--- config.mk ---
export PLATFORM = sky130hd
export DESIGN_NAME = reader_control_status_page
export DESIGN_NICKNAME = d
export VERILOG_FILES = /design/src/rtl/ctrl_page_pkg.sv /design/src/rtl/reader_control_status_page.sv
export SDC_FILE = /design/constraint.sdc
export NUM_CORES = 1
export LEC_CHECK = 0
export BUFFER_PORTS_ARGS = -buffer_cell sky130_fd_sc_hd__buf_2
export CORE_MARGIN = 5
export CORE_UTILIZATION = 49
export CTS_CLUSTER_DIAMETER = 120
export DETAILED_ROUTE_END_ITERATION = 10
export PLACE_DENSITY = 0.81
export SYNTH_ARGS = -nofsm -noshare
export SYNTH_HDL_FRONTEND = slang
export SYNTH_SLANG_ARGS = --single-unit
--- constraint.sdc ---
create_clock -name ref_clk -period 4.45 [get_ports ref_clk]
set_clock_uncertainty 0.05 [all_clocks]
set_input_delay 1.335 -clock ref_clk [delete_from_list [all_inputs] [get_ports ref_clk]]
set_output_delay 1.335 -clock ref_clk [all_outputs]
set_load 0.05 [all_outputs]
--- src/rtl/ctrl_page_pkg.sv ---
// constants and carriers of the reader control and status register page
//
// Summary of operation
// - control bit 5 selects light sleep, clock runs
// - control bit 4 selects deep sleep, clock stops
// - bit 3 cipher on; only auth step two sets
// - writing 1 to bit 2 halts countdown
// - writing 1 to bit 1 starts countdown, unless bit 2 is written 1 too
// - writing 1 to bit 0 purges queue state
// - strobe bits always read back zero
// - error register reports last command; resets 40h
// - bit 6 key format fault, cleared at key load
// - bit 5 nvm rights fault, cleared at nvm command
// - bit 4 set on write into full queue
// - bit 3 set on checksum failure when checking
// - bit 2 set on bad start of frame
// - bit 1 set on parity failure
// - bit 0 set on bit collision
// - bits 3..0 cleared in receiver preparation state
// - collision position holds first clash index
// - countdown register shows live timer count
// - running timer decrements, requests at zero
package ctrl_page_pkg;
	// ----------------------------------------------------------------
	// register indices, byte address is four times the index
	// ----------------------------------------------------------------
	localparam logic [5:0] idx_control_flags      = 6'h09;
	localparam logic [5:0] idx_error_flags        = 6'h0a;
	localparam logic [5:0] idx_collision_position = 6'h0b;
	localparam logic [5:0] idx_countdown_count    = 6'h0c;
	localparam logic [5:0] idx_irq_status         = 6'h10;
	localparam logic [5:0] idx_irq_mask           = 6'h11;
	localparam logic [5:0] idx_countdown_reload   = 6'h12;
	// ----------------------------------------------------------------
	// control bit positions
	// ----------------------------------------------------------------
	localparam int ctl_light_sleep = 5;
	localparam int ctl_full_sleep  = 4;
	localparam int ctl_cipher      = 3;
	localparam int ctl_halt        = 2;
	localparam int ctl_go          = 1;
	localparam int ctl_purge       = 0;
	// ----------------------------------------------------------------
	// error bit positions
	// ----------------------------------------------------------------
	localparam int err_key      = 6;
	localparam int err_rights   = 5;
	localparam int err_overrun  = 4;
	localparam int err_checksum = 3;
	localparam int err_sof      = 2;
	localparam int err_parity   = 1;
	localparam int err_clash    = 0;
	// ----------------------------------------------------------------
	// interrupt bit positions
	// ----------------------------------------------------------------
	localparam int irq_zero    = 0;
	localparam int irq_overrun = 1;
	localparam int irq_rx      = 2;
	localparam int irq_cmd     = 3;
	// ----------------------------------------------------------------
	// reset values
	// ----------------------------------------------------------------
	localparam logic [7:0] rst_control  = 8'h00;
	localparam logic [7:0] rst_error    = 8'h40;
	localparam logic [7:0] rst_clash    = 8'h00;
	localparam logic [7:0] rst_count    = 8'h00;
	localparam logic [7:0] rst_reload   = 8'hff;
	localparam logic [3:0] rst_irq      = 4'h0;
	// ----------------------------------------------------------------
	// carriers
	// ----------------------------------------------------------------
	typedef struct packed {
		logic       prepare;
		logic       checksum_bad;
		logic       sof_bad;
		logic       parity_bad;
		logic       clash;
		logic [7:0] clash_index;
	} rx_events_t;
	typedef struct packed {
		logic key_load_start;
		logic key_format_bad;
		logic nvm_cmd_start;
		logic nvm_rights_bad;
		logic auth_step_two_ok;
	} cmd_events_t;
endpackage : ctrl_page_pkg

--- src/rtl/reader_control_status_page.sv ---
// control and status register page with countdown timer, apb slave
//
// Implementation choice: the APB interface to the registers.
`timescale 1ns/1ns
module reader_control_status_page #(
	parameter int addr_w = 8
) (
	input  wire logic                      ref_clk,
	input  wire logic                      srst,
	input  wire logic                      clk_en,
	input  wire logic                      psel,
	input  wire logic                      penable,
	input  wire logic                      pwrite,
	input  wire logic [addr_w-1:0]         paddr,
	input  wire logic [31:0]               pwdata,
	output logic      [31:0]               prdata,
	output logic                           pready,
	output logic                           pslverr,
	input  wire ctrl_page_pkg::rx_events_t rx_evt,
	input  wire ctrl_page_pkg::cmd_events_t cmd_evt,
	input  wire logic                      rx_checksum_check_on,
	input  wire logic                      queue_write_try,
	input  wire logic                      queue_full,
	input  wire logic                      countdown_tick,
	output logic                           light_sleep,
	output logic                           full_sleep,
	output logic                           cipher_active,
	output logic                           queue_purge,
	output logic                           countdown_running,
	output logic                           countdown_zero_request,
	output logic                           irq
);
	// ----------------------------------------------------------------
	// parameter check
	// ----------------------------------------------------------------
	if (addr_w < 8) begin : g_bad_addr
		$error("addr_w must be at least 8");
	end

	// ----------------------------------------------------------------
	// state
	// ----------------------------------------------------------------
	logic [1:0] sleep_r;
	logic       cipher_r;
	logic [7:0] error_r;
	logic [7:0] clash_pos_r;
	logic [7:0] count_r;
	logic [7:0] reload_r;
	logic       running_r;
	logic       purge_r;
	logic       zero_req_r;
	logic [3:0] irq_stat_r;
	logic [3:0] irq_mask_r;
	logic [7:0] rdata_nxt;
	logic       hit;

	// ----------------------------------------------------------------
	// bus decode
	// ----------------------------------------------------------------
	logic       acc;
	logic       wr;
	logic       rd;
	logic [5:0] idx;
	logic       aligned;
	logic       hi_zero;

	assign acc     = psel && penable;
	assign wr      = acc && pwrite && clk_en;
	assign rd      = acc && !pwrite && clk_en;
	assign idx     = paddr[7:2];
	assign aligned = (paddr[1:0] == 2'b00);
	assign hi_zero = (paddr >> 8) == '0;
	assign pready  = clk_en;

	logic wr_ctl;
	logic wr_mask;
	logic wr_reload;
	logic rd_stat;

	assign wr_ctl    = wr && hit && (idx == ctrl_page_pkg::idx_control_flags);
	assign wr_mask   = wr && hit && (idx == ctrl_page_pkg::idx_irq_mask);
	assign wr_reload = wr && hit
		&& (idx == ctrl_page_pkg::idx_countdown_reload);
	assign rd_stat   = rd && hit && (idx == ctrl_page_pkg::idx_irq_status);

	logic halt_s;
	logic go_s;
	logic purge_s;

	assign halt_s  = wr_ctl && pwdata[ctrl_page_pkg::ctl_halt];
	assign go_s    = wr_ctl && pwdata[ctrl_page_pkg::ctl_go];
	assign purge_s = wr_ctl && pwdata[ctrl_page_pkg::ctl_purge];

	always_comb begin
		rdata_nxt = 8'h00;
		hit       = aligned && hi_zero;
		if (idx == ctrl_page_pkg::idx_control_flags) begin
			// strobes read as zero
			rdata_nxt = {2'b00, sleep_r, cipher_r, 3'b000};
		end else if (idx == ctrl_page_pkg::idx_error_flags) begin
			rdata_nxt = error_r;
		end else if (idx == ctrl_page_pkg::idx_collision_position) begin
			rdata_nxt = clash_pos_r;
		end else if (idx == ctrl_page_pkg::idx_countdown_count) begin
			rdata_nxt = count_r;
		end else if (idx == ctrl_page_pkg::idx_irq_status) begin
			rdata_nxt = {4'h0, irq_stat_r};
		end else if (idx == ctrl_page_pkg::idx_irq_mask) begin
			rdata_nxt = {4'h0, irq_mask_r};
		end else if (idx == ctrl_page_pkg::idx_countdown_reload) begin
			rdata_nxt = reload_r;
		end else begin
			hit = 1'b0;
		end
	end

	assign prdata  = (acc && !pwrite && hit) ? {24'h0, rdata_nxt} : 32'h0;
	assign pslverr = acc && !hit;

	// ----------------------------------------------------------------
	// control flags
	// ----------------------------------------------------------------
	always_ff @(posedge ref_clk) begin
		if (srst) begin
			sleep_r <= ctrl_page_pkg::rst_control[5:4];
		end else if (wr_ctl) begin
			sleep_r <= pwdata[5:4];
		end
	end

	assign light_sleep = sleep_r[ctrl_page_pkg::ctl_light_sleep - 4];
	assign full_sleep  = sleep_r[ctrl_page_pkg::ctl_full_sleep - 4];

	always_ff @(posedge ref_clk) begin
		if (srst) begin
			cipher_r <= ctrl_page_pkg::rst_control[3];
		end else if (clk_en) begin
			if (cmd_evt.auth_step_two_ok) begin
				cipher_r <= 1'b1;
			end else if (wr_ctl && !pwdata[ctrl_page_pkg::ctl_cipher]) begin
				cipher_r <= 1'b0;
			end
		end
	end

	assign cipher_active = cipher_r;

	always_ff @(posedge ref_clk) begin
		if (srst) begin
			purge_r <= 1'b0;
		end else if (clk_en) begin
			purge_r <= purge_s;
		end
	end

	assign queue_purge = purge_r;

	// ----------------------------------------------------------------
	// countdown timer
	// ----------------------------------------------------------------
	logic zero_evt;

	assign zero_evt = running_r && countdown_tick && !halt_s && !go_s
		&& (count_r <= 8'h01);

	always_ff @(posedge ref_clk) begin
		if (srst) begin
			running_r <= 1'b0;
			count_r   <= ctrl_page_pkg::rst_count;
		end else if (clk_en) begin
			if (halt_s) begin
				running_r <= 1'b0;
			end else if (go_s) begin
				running_r <= 1'b1;
				count_r   <= reload_r;
			end else if (zero_evt) begin
				running_r <= 1'b0;
				count_r   <= 8'h00;
			end else if (running_r && countdown_tick) begin
				count_r <= count_r - 8'h01;
			end
		end
	end

	assign countdown_running = running_r;

	always_ff @(posedge ref_clk) begin
		if (srst) begin
			reload_r <= ctrl_page_pkg::rst_reload;
		end else if (wr_reload) begin
			reload_r <= pwdata[7:0];
		end
	end

	always_ff @(posedge ref_clk) begin
		if (srst) begin
			zero_req_r <= 1'b0;
		end else if (clk_en) begin
			if (zero_evt) begin
				zero_req_r <= 1'b1;
			end else if (go_s) begin
				zero_req_r <= 1'b0;
			end
		end
	end

	assign countdown_zero_request = zero_req_r;

	// ----------------------------------------------------------------
	// error flags
	// ----------------------------------------------------------------
	logic       overrun_evt;
	logic [3:0] rx_set;

	assign overrun_evt = queue_write_try && queue_full;
	assign rx_set = {rx_evt.checksum_bad && rx_checksum_check_on,
		rx_evt.sof_bad, rx_evt.parity_bad, rx_evt.clash};

	always_ff @(posedge ref_clk) begin
		if (srst) begin
			error_r <= ctrl_page_pkg::rst_error;
		end else if (clk_en) begin
			error_r[7] <= 1'b0;
			if (cmd_evt.key_format_bad) begin
				error_r[ctrl_page_pkg::err_key] <= 1'b1;
			end else if (cmd_evt.key_load_start) begin
				error_r[ctrl_page_pkg::err_key] <= 1'b0;
			end
			if (cmd_evt.nvm_rights_bad) begin
				error_r[ctrl_page_pkg::err_rights] <= 1'b1;
			end else if (cmd_evt.nvm_cmd_start) begin
				error_r[ctrl_page_pkg::err_rights] <= 1'b0;
			end
			if (overrun_evt) begin
				error_r[ctrl_page_pkg::err_overrun] <= 1'b1;
			end else if (purge_s) begin
				error_r[ctrl_page_pkg::err_overrun] <= 1'b0;
			end
			// set wins over preparation clear
			for (int i = 0; i < 4; i++) begin
				if (rx_set[i]) begin
					error_r[i] <= 1'b1;
				end else if (rx_evt.prepare) begin
					error_r[i] <= 1'b0;
				end
			end
		end
	end

	// ----------------------------------------------------------------
	// first collision position
	// ----------------------------------------------------------------
	always_ff @(posedge ref_clk) begin
		if (srst) begin
			clash_pos_r <= ctrl_page_pkg::rst_clash;
		end else if (clk_en && rx_evt.clash) begin
			if (!error_r[ctrl_page_pkg::err_clash] || rx_evt.prepare) begin
				clash_pos_r <= rx_evt.clash_index;
			end
		end
	end

	// ----------------------------------------------------------------
	// interrupts
	// ----------------------------------------------------------------
	logic [3:0] irq_set;

	assign irq_set = {cmd_evt.key_format_bad || cmd_evt.nvm_rights_bad,
		|rx_set, overrun_evt, zero_evt};

	always_ff @(posedge ref_clk) begin
		if (srst) begin
			irq_stat_r <= ctrl_page_pkg::rst_irq;
		end else if (clk_en) begin
			if (rd_stat) begin
				irq_stat_r <= irq_set;
			end else begin
				irq_stat_r <= irq_stat_r | irq_set;
			end
		end
	end

	always_ff @(posedge ref_clk) begin
		if (srst) begin
			irq_mask_r <= ctrl_page_pkg::rst_irq;
		end else if (wr_mask) begin
			irq_mask_r <= pwdata[3:0];
		end
	end

	assign irq = |(irq_stat_r & irq_mask_r);
endmodule : reader_control_status_page

# Word-level counts from Yosys, hierarchy flattened
# Index checks and enable logic that the tools add are counted.
# Widths: inputs -> output; s select.
op_classes:
  n_addsub: 1
  n_mul: 0
  n_div: 0
  magnitude_cmp: 1
  n_eq_ne: 7
  shifts: 0
  mux: 37
  bitwise: 3
  n_reduce_logical: 58
ops:
  columns: ["cell", "n"]
  rows:
  - ["$mux 8", 11]
  - ["$mux 1", 25]
  - ["$eq 6x4->1 const B", 4]
  - ["$logic_and 1x1->1", 24]
  - ["$reduce_and 2->1", 11]
  - ["$eq 6x5->1 const B", 3]
  - ["$reduce_bool 2->1", 9]
  - ["$le 8x1->1 const B", 1]
  - ["$reduce_or 4->1", 2]
  - ["$sub 8x1->8 const B", 1]
  - ["$logic_not 1->1", 6]
  - ["$reduce_bool 3->1", 2]
  - ["$and 4x4->4", 1]
  - ["$mux 4", 1]
  - ["$or 4x4->4", 1]
  - ["$reduce_and 3->1", 1]
  - ["$logic_not 2->1", 1]
  - ["$logic_or 1x1->1", 2]
  - ["$not 1->1", 1]
totals:
  reg_bits: 45
  latchBits: 0
  mem_bits_rw: 0
  mem_bits_ro: 0
  in_bits: 68
  out_inout_bits: 41
  word_cells: 124
  n_memories: 0

# Longest topological paths before layout
# Gate-level depths: netlist of run 1.
logic_depth:
  word_depth: 18
  depth_mapped: 8
  depth_no_buf: 6

# Least setup slack after synthesis of run 1
# No wires, ideal clock.
synth_timing:
  path_type: "in2out"
  from: "input port paddr[3]"
  to: "output port prdata[3]"
  t_arrival_ns: 3.335
  required_ns: 3.065
  path_slack_ns: -0.270
  stages: 4
  n_path_buf: 1
  path_cell_list: "buf_1 -> nor4_1 -> a222oi_1 -> a21oi_1"
synth_via:
  elab_chain_cells: 10
  elab_cells_between_ends: 23
  classes_between: "eq/ne: 7; mux: 15; reduce/logical: 1"
synth_lines:
  columns: ["element", "line_no", "rtl"]
  rows:
  - ["start, declared", "reader_control_status_page.sv:14", "input wire logic [addr_w-1:0] paddr,"]
  - ["$eq 6x5->1", "reader_control_status_page.sv:110", "end else if (idx == ctrl_page_pkg::idx_countdown_reload) begin"]
  - ["$mux 1", "reader_control_status_page.sv:110", null]
  - ["$mux 1", "reader_control_status_page.sv:108", "end else if (idx == ctrl_page_pkg::idx_irq_mask) begin"]
  - ["$mux 1", "reader_control_status_page.sv:106", "end else if (idx == ctrl_page_pkg::idx_irq_status) begin"]
  - ["$mux 1", "reader_control_status_page.sv:104", "end else if (idx == ctrl_page_pkg::idx_countdown_count) begin"]
  - ["$mux 1", "reader_control_status_page.sv:102", "end else if (idx == ctrl_page_pkg::idx_collision_position) begin"]
  - ["$mux 1", "reader_control_status_page.sv:100", "end else if (idx == ctrl_page_pkg::idx_error_flags) begin"]
  - ["$mux 1", "reader_control_status_page.sv:97", "if (idx == ctrl_page_pkg::idx_control_flags) begin"]
  - ["$logic_and 1x1->1", "reader_control_status_page.sv:117", "assign prdata = (acc && !pwrite && hit) ? {24'h0, rdata_nxt} : 32'h0;"]
  - ["$mux 8 (*)", "reader_control_status_page.sv:117", null]
  - ["end, declared", "reader_control_status_page.sv:16", "output logic [31:0] prdata,"]
# Every way passes the cells marked *; elsewhere a longest branch is shown, timed or not.

# Final worst setup path of run 1
layout_timing:
  from: "input port paddr[6]"
  to: "output port prdata[4]"
# Same word-level chain as after synthesis.

==> impl_metrics.json, run 1 <==
{
  "synth_cell_types": 54,
  "placed_cell_area_um2": 3070,
  "syn_avg_cell_area_um2": 8.357,
  "vias": 2738,
  "cts_tree": "yes",
  "synthFlopType": "dfxtp_1",
  "async_flop_share": 0,
  "worst_hold_slack_ns": 0.4042,
  "ir_worst_vdd_v": 0.0002319,
  "fmax_mhz": 226.6,
  "tightestPinTransition_ns": 1.007,
  "io-pin-count": 109,
  "worst-setup-path-type": "in2out",
  "path_depth": 7,
  "switching_share": 0.3023,
  "gr-total-overflow": 0,
  "synth_edf_count": 0,
  "mostFrequentLayoutCells": "buf_2 (59), dfxtp_1 (45), nand2_1 (31), nor2_1 (28), conb_1 (24)",
  "worstHoldStart": "countdown_zero_request",
  "synth.ff_latch_count": 45,
  "met3_wirelength_um": 712,
  "finalHoldViolations": 0,
  "hold_buffers": 0,
  "hpwlAfterDp_um": 5758,
  "max_stage_delay_ns": 0.61,
  "clockBufferDepth": 2,
  "drc_errors": 0,
  "rsz0062_at_grt": "false",
  "wl_per_cell_um": 16.50,
  "crit_top_cell": "buf_2",
  "worstHoldPathType": "reg2reg",
  "cts.htree.levels": 2,
  "initialDrtViolationCount": 345,
  "power.share.clock": 0.327,
  "cts_root_buffer": "clkbuf_8",
  "min_path_cells": 2,
  "design_area_um2": 3169,
  "cellLeakagePower_nw": 1.322,
  "dieArea_um2": 7170,
  "clk_pin_slew_ns": 0.09,
  "grt_use_total": 0.2064,
  "worst_hold_path.endpoint": "countdown_zero_request",
  "drv_slew": 0,
  "layout_commonest_cell": "buf_2",
  "internal_power_uw": 574.8,
  "place.gp.congestion": 0.8847,
  "synth_warnings": 0,
  "viasPerCell": 5.952,
  "start_util": 0.4993,
  "total_power_uw": 823.8,
  "crit_path_end_kind": "output pin",
  "port_buffers": 60,
  "cts.sinks": 45,
  "cpMaxStageDelayCell": "or4b_1",
  "grt_pass1_vias": 2506,
  "reg2reg_depth": 6,
  "top_layer": "met4",
  "antenna_left": 0,
  "fp.dieW_um": 84.68,
  "worstPathRequired_ns": 3.06,
  "grt_max_degree": 51,
  "cap_viol_max_count": 0,
  "insertion_delay_ns": 0.31,
  "wl_met1_um": 3167,
  "diodes": 0,
  "pwr-share-comb": 0.165,
  "max_slew_margin": 0.3284,
  "crit_path_max_fanout": 7,
  "cpLargestDelayFamily": "simple AND/OR/NAND/NOR gates",
  "seqPwrFrac": 0.509,
  "setup_violations": 0,
  "wl_um": 7592,
  "dr.pass1.iters": 6,
  "start_kind": "input pin",
  "synth_cells": 327,
  "outcome": "finished clean",
  "path_cells": "buf_2, or4b_1, nor3b_2, buf_4, a22oi_1, a31oi_2, buf_2",
  "r2r_setup_slack_ns": 2.20,
  "num-nets-final": 457,
  "syn_area_um2": 2733,
  "synth_seq_area_share": 0.3297,
  "post-route-min-period_ns": 4.414,
  "syn_to_final_growth_pct": 15.98,
  "grt_pass1_wl_um": 12150,
  "net-switching-power_uw": 249.0,
  "fin_crit_sh": 0.9918,
  "reg2reg_to": "count_r[7]",
  "numCtsBuffers": 5,
  "nFillCells": 515,
  "rows": 27,
  "coreArea_um2": 5473,
  "reg2reg_from": "count_r[3]",
  "layout-drive-gt1-share": 0.2474,
  "worstPathArrival_ns": 3.03,
  "critPathBufInv": 3,
  "wl_met2_um": 3589,
  "power_density_nw_per_um2": 259.9,
  "fp.dieH_um": 84.68,
  "antenna_found_initial": 0
}
## worst reg2reg max path, stage by stage (launching register included)
cell and delay [ns]:
dfxtp_1 0.38, nor4_2 0.57, o2111a_1 0.34, o21ai_1 0.15
buf_4 0.21, a211oi_1 0.25, o32ai_1 0.14
## per-stage QoR
stage	setup TNS, ns	utilization	cells	setup WS [ns]
5_1_grt	0	0.5791	460	0.0002793
6_report	0	0.5791	460	0.03630
3_5_place_dp	0	0.5610	452	0.09155
4_1_cts	0	0.5786	460	0.07648
3_3_place_gp	0	0.5610	452	0.1059
2_1_floorplan	-0.02568	-	350	-0.02568
## power by group through the flow
stage	clock [mW]	combinational, mW	sequential, mW
2_1_floorplan	0	0.111	0.428
3_3_place_gp	0	0.131	0.428
3_5_place_dp	0	0.134	0.428
4_1_cts	0.271	0.134	0.419
5_1_grt	0.295	0.146	0.420
6_report	0.269	0.136	0.419
## metal layers
| layer | global-route usage | vias up |
|---|---|---|
| li1 | - | 1291 |
| met1 | 0.2800 | 1281 |
| met2 | 0.3381 | 153 |
| met3 | 0.04122 | 13 |
| met4 | 0.04604 | 0 |
| met5 | 0 | - |
## kinds of logic (layout without fill, tap and decap cells)
| family | after synthesis | after routing | synth area share |
|---|---|---|---|
| mux | 18 | 18 | 0.06593 |
| other cells | 1 | 24 | 0.001372 |
| fa+ha+maj | 2 | 2 | 0.009156 |
| simple gates | 113 | 113 | 0.2257 |
| flops | 45 | 45 | 0.3297 |
| compound gates | 99 | 99 | 0.2624 |
| buf+inv | 49 | 87 | 0.1058 |
## worst max-delay path by stage
stage / start / endpoint / slack, ns
floorplan: paddr[3] / prdata[3] / -0.03
global placement: paddr[6] / prdata[4] / 0.11
detailed placement: paddr[6] / prdata[5] / 0.09
CTS: paddr[6] / prdata[5] / 0.08
global route: paddr[6] / prdata[4] / 0.0003
finish: paddr[6] / prdata[4] / 0.04
## registers in the layout, indices dropped and copies added, names as in the netlist
register	count
countdown_zero_request	1
sleep_r	2
error_r	7
irq_mask_r	4
count_r	8
clash_pos_r	8
queue_purge	1
irq_stat_r	4
countdown_running	1
cipher_active	1
reload_r	8
## final cells by class
cell class,instances,area [um^2],area share
multi-input cells,256,1663,0.5247
inverters,7,26.28,0.008291
well taps,72,90.09,0.02842
clock inverters,2,13.76,0.004343
repair buffers,72,392.9,0.1240
flip-flops and latches,45,900.9,0.2842
clock buffers,6,82.58,0.02606
## synthesized netlist by cell type (all sizes together), types with 2 or more instances
| library cell | instances | area (um^2) |
|---|---|---|
| nor4 | 3 | 40.04 |
| a211oi | 7 | 52.55 |
| a32oi | 2 | 17.52 |
| nor4b | 3 | 32.53 |
| o211ai | 3 | 22.52 |
| buf | 32 | 225.2 |
| o21ai | 10 | 50.05 |
| nand3 | 5 | 25.02 |
| nand4 | 3 | 18.77 |
| o22a | 2 | 17.52 |
| nand3b | 5 | 37.54 |
| mux2i | 18 | 180.2 |
| nor2 | 29 | 108.9 |
| inv | 7 | 26.28 |
| o32ai | 5 | 43.79 |
| nand2b | 8 | 50.05 |
| nand4bb | 2 | 22.52 |
| and3 | 2 | 12.51 |
| nand2 | 32 | 122.6 |
| dfxtp | 45 | 900.9 |
| a22oi | 19 | 142.6 |
| ha | 2 | 25.02 |
| a31oi | 2 | 12.51 |
| a21oi | 24 | 123.9 |
| a221oi | 2 | 23.77 |
| clkbuf | 10 | 37.54 |
| nor3 | 4 | 20.02 |
| and2 | 3 | 18.77 |
| a211o | 10 | 87.58 |
| a222oi | 6 | 60.06 |
| nor2b | 9 | 56.30 |
## timing repair
item                                    in CTS  in global routing
buffers inserted                             0                  0
hold endpoints to repair                     0                  0
endpoints found under the setup margin       0                  1
resized for setup                            0                  1
(Power assumes the default switching activity.)
==> run 2: changes to the inputs <==
- CORE_UTILIZATION: 49 -> 44
- PLACE_DENSITY: 0.81 -> 0.77
- clock period: 4.45 -> 4 ns (I/O delays scaled with it)
==> impl_metrics.json, run 2 (synthesis gave the netlist of run 1 again) <==
{
  "outcome": "finished with violations",
  "violations": "setup timing",
  "coreArea_um2": 5991,
  "reg2reg_from": "count_r[3]",
  "grt_pass1_wl_um": 12340,
  "design_area_um2": 3457,
  "tightestPinTransition_ns": 0.9039,
  "ir_worst_vdd_v": 0.0002360,
  "hold_buffers": 0,
  "layout-drive-gt1-share": 0.2903,
  "syn_to_final_growth_pct": 26.51,
  "fp.dieH_um": 88.81,
  "crit_path_end_kind": "output pin",
  "numCtsBuffers": 5,
  "mostFrequentLayoutCells": "buf_2 (49), dfxtp_1 (45), nand2_1 (31), nor2_1 (27), buf_4 (25)",
  "grt_use_total": 0.2006,
  "max_slew_margin": 0.3974,
  "insertion_delay_ns": 0.29,
  "antenna_found_initial": 0,
  "reg_top3": "clash_pos_r (8), count_r (8), reload_r (8)",
  "port_buffers": 60,
  "worst-setup-path-type": "in2out",
  "dieArea_um2": 7886,
  "viasPerCell": 5.937,
  "drc_errors": 0,
  "cp-startpoint": "paddr[6]",
  "fp.dieW_um": 88.81,
  "crit_path_max_fanout": 4,
  "power_density_nw_per_um2": 261.8,
  "min_path_cells": 2,
  "cts.sinks": 45,
  "start_kind": "input pin",
  "reg2reg_depth": 6,
  "num-nets-final": 472,
  "cts_tree": "yes",
  "finalHoldViolations": 0,
  "worstPathArrival_ns": 2.76,
  "place.gp.congestion": 0.9332,
  "setup_violations": 1,
  "worst_hold_slack_ns": 0.4022,
  "worstPathRequired_ns": 2.75,
  "wl_um": 8193,
  "antenna_left": 0,
  "cts.htree.levels": 2,
  "layout_commonest_cell": "buf_2",
  "fmax_mhz": 249.2,
  "rows": 28,
  "clk_pin_slew_ns": 0.08,
  "hpwlAfterDp_um": 5960,
  "io-pin-count": 109,
  "vias": 2838,
  "grt_max_degree": 51,
  "drv_slew": 0,
  "post-cts-setup-buffers": 0,
  "cts_root_buffer": "clkbuf_8",
  "dr.pass1.iters": 5,
  "start_util": 0.4561,
  "gr-total-overflow": 0,
  "placed_cell_area_um2": 3263,
  "worstHoldPathType": "reg2reg",
  "cap_viol_max_count": 0,
  "worstHoldStart": "countdown_zero_request",
  "clockBufferDepth": 2,
  "diodes": 0,
  "wl_per_cell_um": 17.14,
  "grt_pass1_vias": 2640,
  "initialDrtViolationCount": 309,
  "layout_setup_ws_ns": -0.01255,
  "fin_crit_sh": 1.003,
  "cellLeakagePower_nw": 1.409,
  "post-route-min-period_ns": 4.013,
  "rsz0062_at_grt": "true"
}
## run 2: cell types whose count changed in the layout (fill, tap and decap cells not counted), moves of 3 or more
cell | previous run | this run
buf_4 | 12 | 25
buf_6 | 0 | 11
buf_2 | 59 | 49
a21oi_2 | 6 | 2
a21oi_4 | 0 | 4
clkbuf_1 | 0 | 3
## run 2: per-layer routing
layer | track usage | vias to the layer above | part of all wire
met5 | 0 | - | 0
met1 | 0.2617 | 1344 | 0.43
met3 | 0.04749 | 16 | 0.086
met2 | 0.3198 | 157 | 0.46
li1 | - | 1321 | -
met4 | 0.07692 | 0 | 0.019
## run 2: worst max-delay path: stages
cell	delay (ns)
buf_6	0.09
or4b_4	0.57
nor3b_4	0.27
buf_6	0.15
a22oi_2	0.07
a31oi_4	0.21
buf_6	0.18
## run 2: final cells by class
cell class | count | area, um^2
tap | 75 | 93.84
multi-input combinational | 256 | 1772
sequential | 45 | 900.9
fill | 537 | 2534
timing repair buffer | 87 | 584.3
clock buffer | 8 | 80.08
inverter | 7 | 26.28
## run 2: report_power, final
group	internal (mW)	total [mW]	switching, mW
clock network	0.124	0.269	0.145
registers	0.458	0.466	0.00788
logic	0.0525	0.169	0.117
total	0.635	0.905	0.270
## run 2: what timing repair did
item / CTS / global route
setup endpoints to repair: 9 / 9
pin swaps: 1 / 6
gates resized for setup: 15 / 14
## run 2: stage by stage
step | TNS (ns) | util | power, mW | setup WS, ns | instances
after floorplan | -0.1746 | - | 0.6004 | -0.09404 | 350
after global placement | -0.9706 | 0.5447 | 0.6327 | -0.1517 | 470
after detailed placement | -0.8584 | 0.5447 | 0.6361 | -0.1317 | 470
after CTS | 0 | 0.5664 | 0.9065 | 0.009544 | 478
after global routing | -0.1076 | 0.5771 | 0.9450 | -0.02854 | 478
final | -0.01255 | 0.5771 | 0.9050 | -0.01255 | 478
## run 2: final timing paths
| kind | end | slack, ns |
|---|---|---|
| worst min register to register | countdown_zero_request | 0.40 |
| worst max register to register | count_r[7] | 1.78 |
| worst min-delay path | countdown_zero_request | 0.40 |
| worst max-delay path | prdata[4] | -0.01 |
==> run 3: changes to the inputs <==
--- a/config.mk
+++ b/config.mk
@@ -6,10 +6,10 @@
 export NUM_CORES = 1
 export LEC_CHECK = 0
-export BUFFER_PORTS_ARGS = -buffer_cell sky130_fd_sc_hd__buf_2
 export CORE_MARGIN = 5
-export CORE_UTILIZATION = 44
+export CORE_UTILIZATION = 57
 export CTS_CLUSTER_DIAMETER = 120
 export DETAILED_ROUTE_END_ITERATION = 10
-export PLACE_DENSITY = 0.77
+export DONT_BUFFER_PORTS = 1
+export PLACE_DENSITY = 0.75
 export SYNTH_ARGS = -nofsm -noshare
 export SYNTH_HDL_FRONTEND = slang
--- a/constraint.sdc
+++ b/constraint.sdc
@@ -3,3 +3,3 @@
 set_input_delay 1.2 -clock ref_clk [delete_from_list [all_inputs] [get_ports ref_clk]]
 set_output_delay 1.2 -clock ref_clk [all_outputs]
-set_load 0.05 [all_outputs]
+set_load 0.01 [all_outputs]
==> impl_metrics.json, run 3 (synthesis gave the netlist of run 1 again) <==
{
  "max_stage_delay_ns": 0.46,
  "antenna_found_initial": 0,
  "worstPathRequired_ns": 2.75,
  "worstHoldStart": "irq_stat_r[1]",
  "layout-drive-gt1-share": 0.09970,
  "final_util": 0.6083,
  "vias": 2503,
  "start_kind": "input pin",
  "rsz0062_at_grt": "false",
  "worst-setup-path-type": "in2out",
  "clk_pin_slew_ns": 0.09,
  "cts.htree.levels": 2,
  "max_slew_margin": 0.3187,
  "place_ws_ns": 0.1124,
  "cts.sinks": 45,
  "worstHoldPathType": "reg2reg",
  "reg_top3": "clash_pos_r (8), count_r (8), reload_r (8)",
  "rows": 25,
  "grt_use_total": 0.2307,
  "insertion_delay_ns": 0.29,
  "post-route-min-period_ns": 3.863,
  "start_util": 0.5824,
  "drv_slew": 0,
  "placed_cell_area_um2": 2744,
  "crit_path_max_fanout": 8,
  "hpwlAfterDp_um": 5409,
  "design_area_um2": 2854,
  "gr-total-overflow": 0,
  "hold_buffers": 0,
  "fp.dieH_um": 79.24,
  "worstPathArrival_ns": 2.61,
  "place.gp.congestion": 0.8744,
  "power_density_nw_per_um2": 301.8,
  "cpMaxStageDelayCell": "nor4b_1",
  "min_path_cells": 2,
  "syn_to_final_growth_pct": 4.441,
  "fin_crit_sh": 0.9658,
  "path_cells": "nor4b_1, and3_1, a22oi_1, a31oi_1, buf_4",
  "finalHoldViolations": 0,
  "dr.pass1.iters": 7,
  "cap_viol_max_count": 0,
  "io-pin-count": 109,
  "fp.dieW_um": 79.24,
  "outcome": "finished clean",
  "numCtsBuffers": 5,
  "cts_root_buffer": "clkbuf_8",
  "grt_max_degree": 51,
  "coreArea_um2": 4692,
  "viasPerCell": 6.501,
  "layout_setup_ws_ns": 0.1369,
  "wl_um": 7274,
  "tns_ns": 0,
  "num-nets-final": 401,
  "critPathBufInv": 1,
  "reg2reg_depth": 6,
  "mostFrequentLayoutCells": "dfxtp_1 (45), nand2_1 (31), nor2_1 (28), conb_1 (24), a21oi_1 (23)",
  "reg2reg_from": "count_r[3]",
  "layout_commonest_cell": "dfxtp_1",
  "instances_no_fill": 385,
  "crit_path_end_kind": "output pin",
  "ir_worst_vdd_v": 0.0002481,
  "diodes": 0,
  "cellLeakagePower_nw": 1.089,
  "antenna_left": 0,
  "port_buffers": 0,
  "reg2reg_to": "count_r[7]",
  "initialDrtViolationCount": 246,
  "setup_violations": 0,
  "cpLargestDelayFamily": "simple AND/OR/NAND/NOR gates",
  "clockBufferDepth": 2,
  "place_inst": 378,
  "dieArea_um2": 6279,
  "r2r_setup_slack_ns": 1.75,
  "drc_errors": 0,
  "worst_hold_path.endpoint": "irq_stat_r[1]",
  "fmax_mhz": 258.9,
  "tightestPinTransition_ns": 1.022,
  "grt_pass1_vias": 2250,
  "cts_tree": "yes",
  "grt_pass1_wl_um": 11520,
  "wl_per_cell_um": 18.89
}
[run 3: cell types whose count changed in the layout (fill, tap and decap cells not counted), moves of 3 or more]
cell,change
buf_6,-11
buf_4,-9
buf_2,-49
clkbuf_1,-3
a21oi_4,-4
a21oi_1,+5
[run 3: worst max path at each step]
stage,from,end,slack (ns),cells after the start
2_1_floorplan,paddr[3],prdata[3],0.10,4
5_1_grt,paddr[4],prdata[5],0.04,5
6_report,paddr[4],prdata[5],0.14,5
3_3_place_gp,paddr[4],prdata[5],0.09,6
4_1_cts,paddr[4],prdata[5],0.09,6
3_5_place_dp,paddr[4],prdata[5],0.11,6
[run 3: layer usage]
layer	wire, um	up-vias	global-route usage	share of wire
met4	48	0	0.03265	0.0066
met1	3122	1177	0.3264	0.43
met5	0	-	0	0
met3	805	6	0.06122	0.11
met2	3298	142	0.3594	0.45
li1	-	1178	-	-
[run 3: repair_timing]
item	in CTS	in global routing
resized for setup	0	2
endpoints found under the hold margin	0	0
endpoints found under the setup margin	0	2
setup buffers	0	0
[run 3: cell type report]
type	count	area (um^2)
clock buffers	5	68.82
clock inverters	2	35.03
fillers	430	1838
inverters	7	26.28
multi-input cells	256	1635
flip-flops and latches	45	900.9
well taps	54	67.56
repair buffers	16	120.1
[run 3: stage by stage]
| stage | hold slack [ns] | power [mW] |
|---|---|---|
| final | 0.4253 | 0.8613 |
| after global routing | 0.4535 | 0.9038 |
| after CTS | 0.4248 | 0.8635 |
| after detailed placement | 0.4146 | 0.5362 |
| after global placement | 0.4070 | 0.5343 |
| after floorplan | 0.3860 | 0.5536 |
[run 3: report_power, final]
group	total, mW	switching, mW	internal [mW]
registers	0.466	0.00793	0.459
clock network	0.333	0.152	0.182
logic	0.0614	0.0363	0.0251
total	0.861	0.196	0.665
[run 3: worst reg2reg max path: cells and delay by family, from the launching register on]
kind	cells	cell delay [ns]
compound gates	4	0.88
buf+inv	1	0.21
flops	1	0.36
simple gates	1	0.61
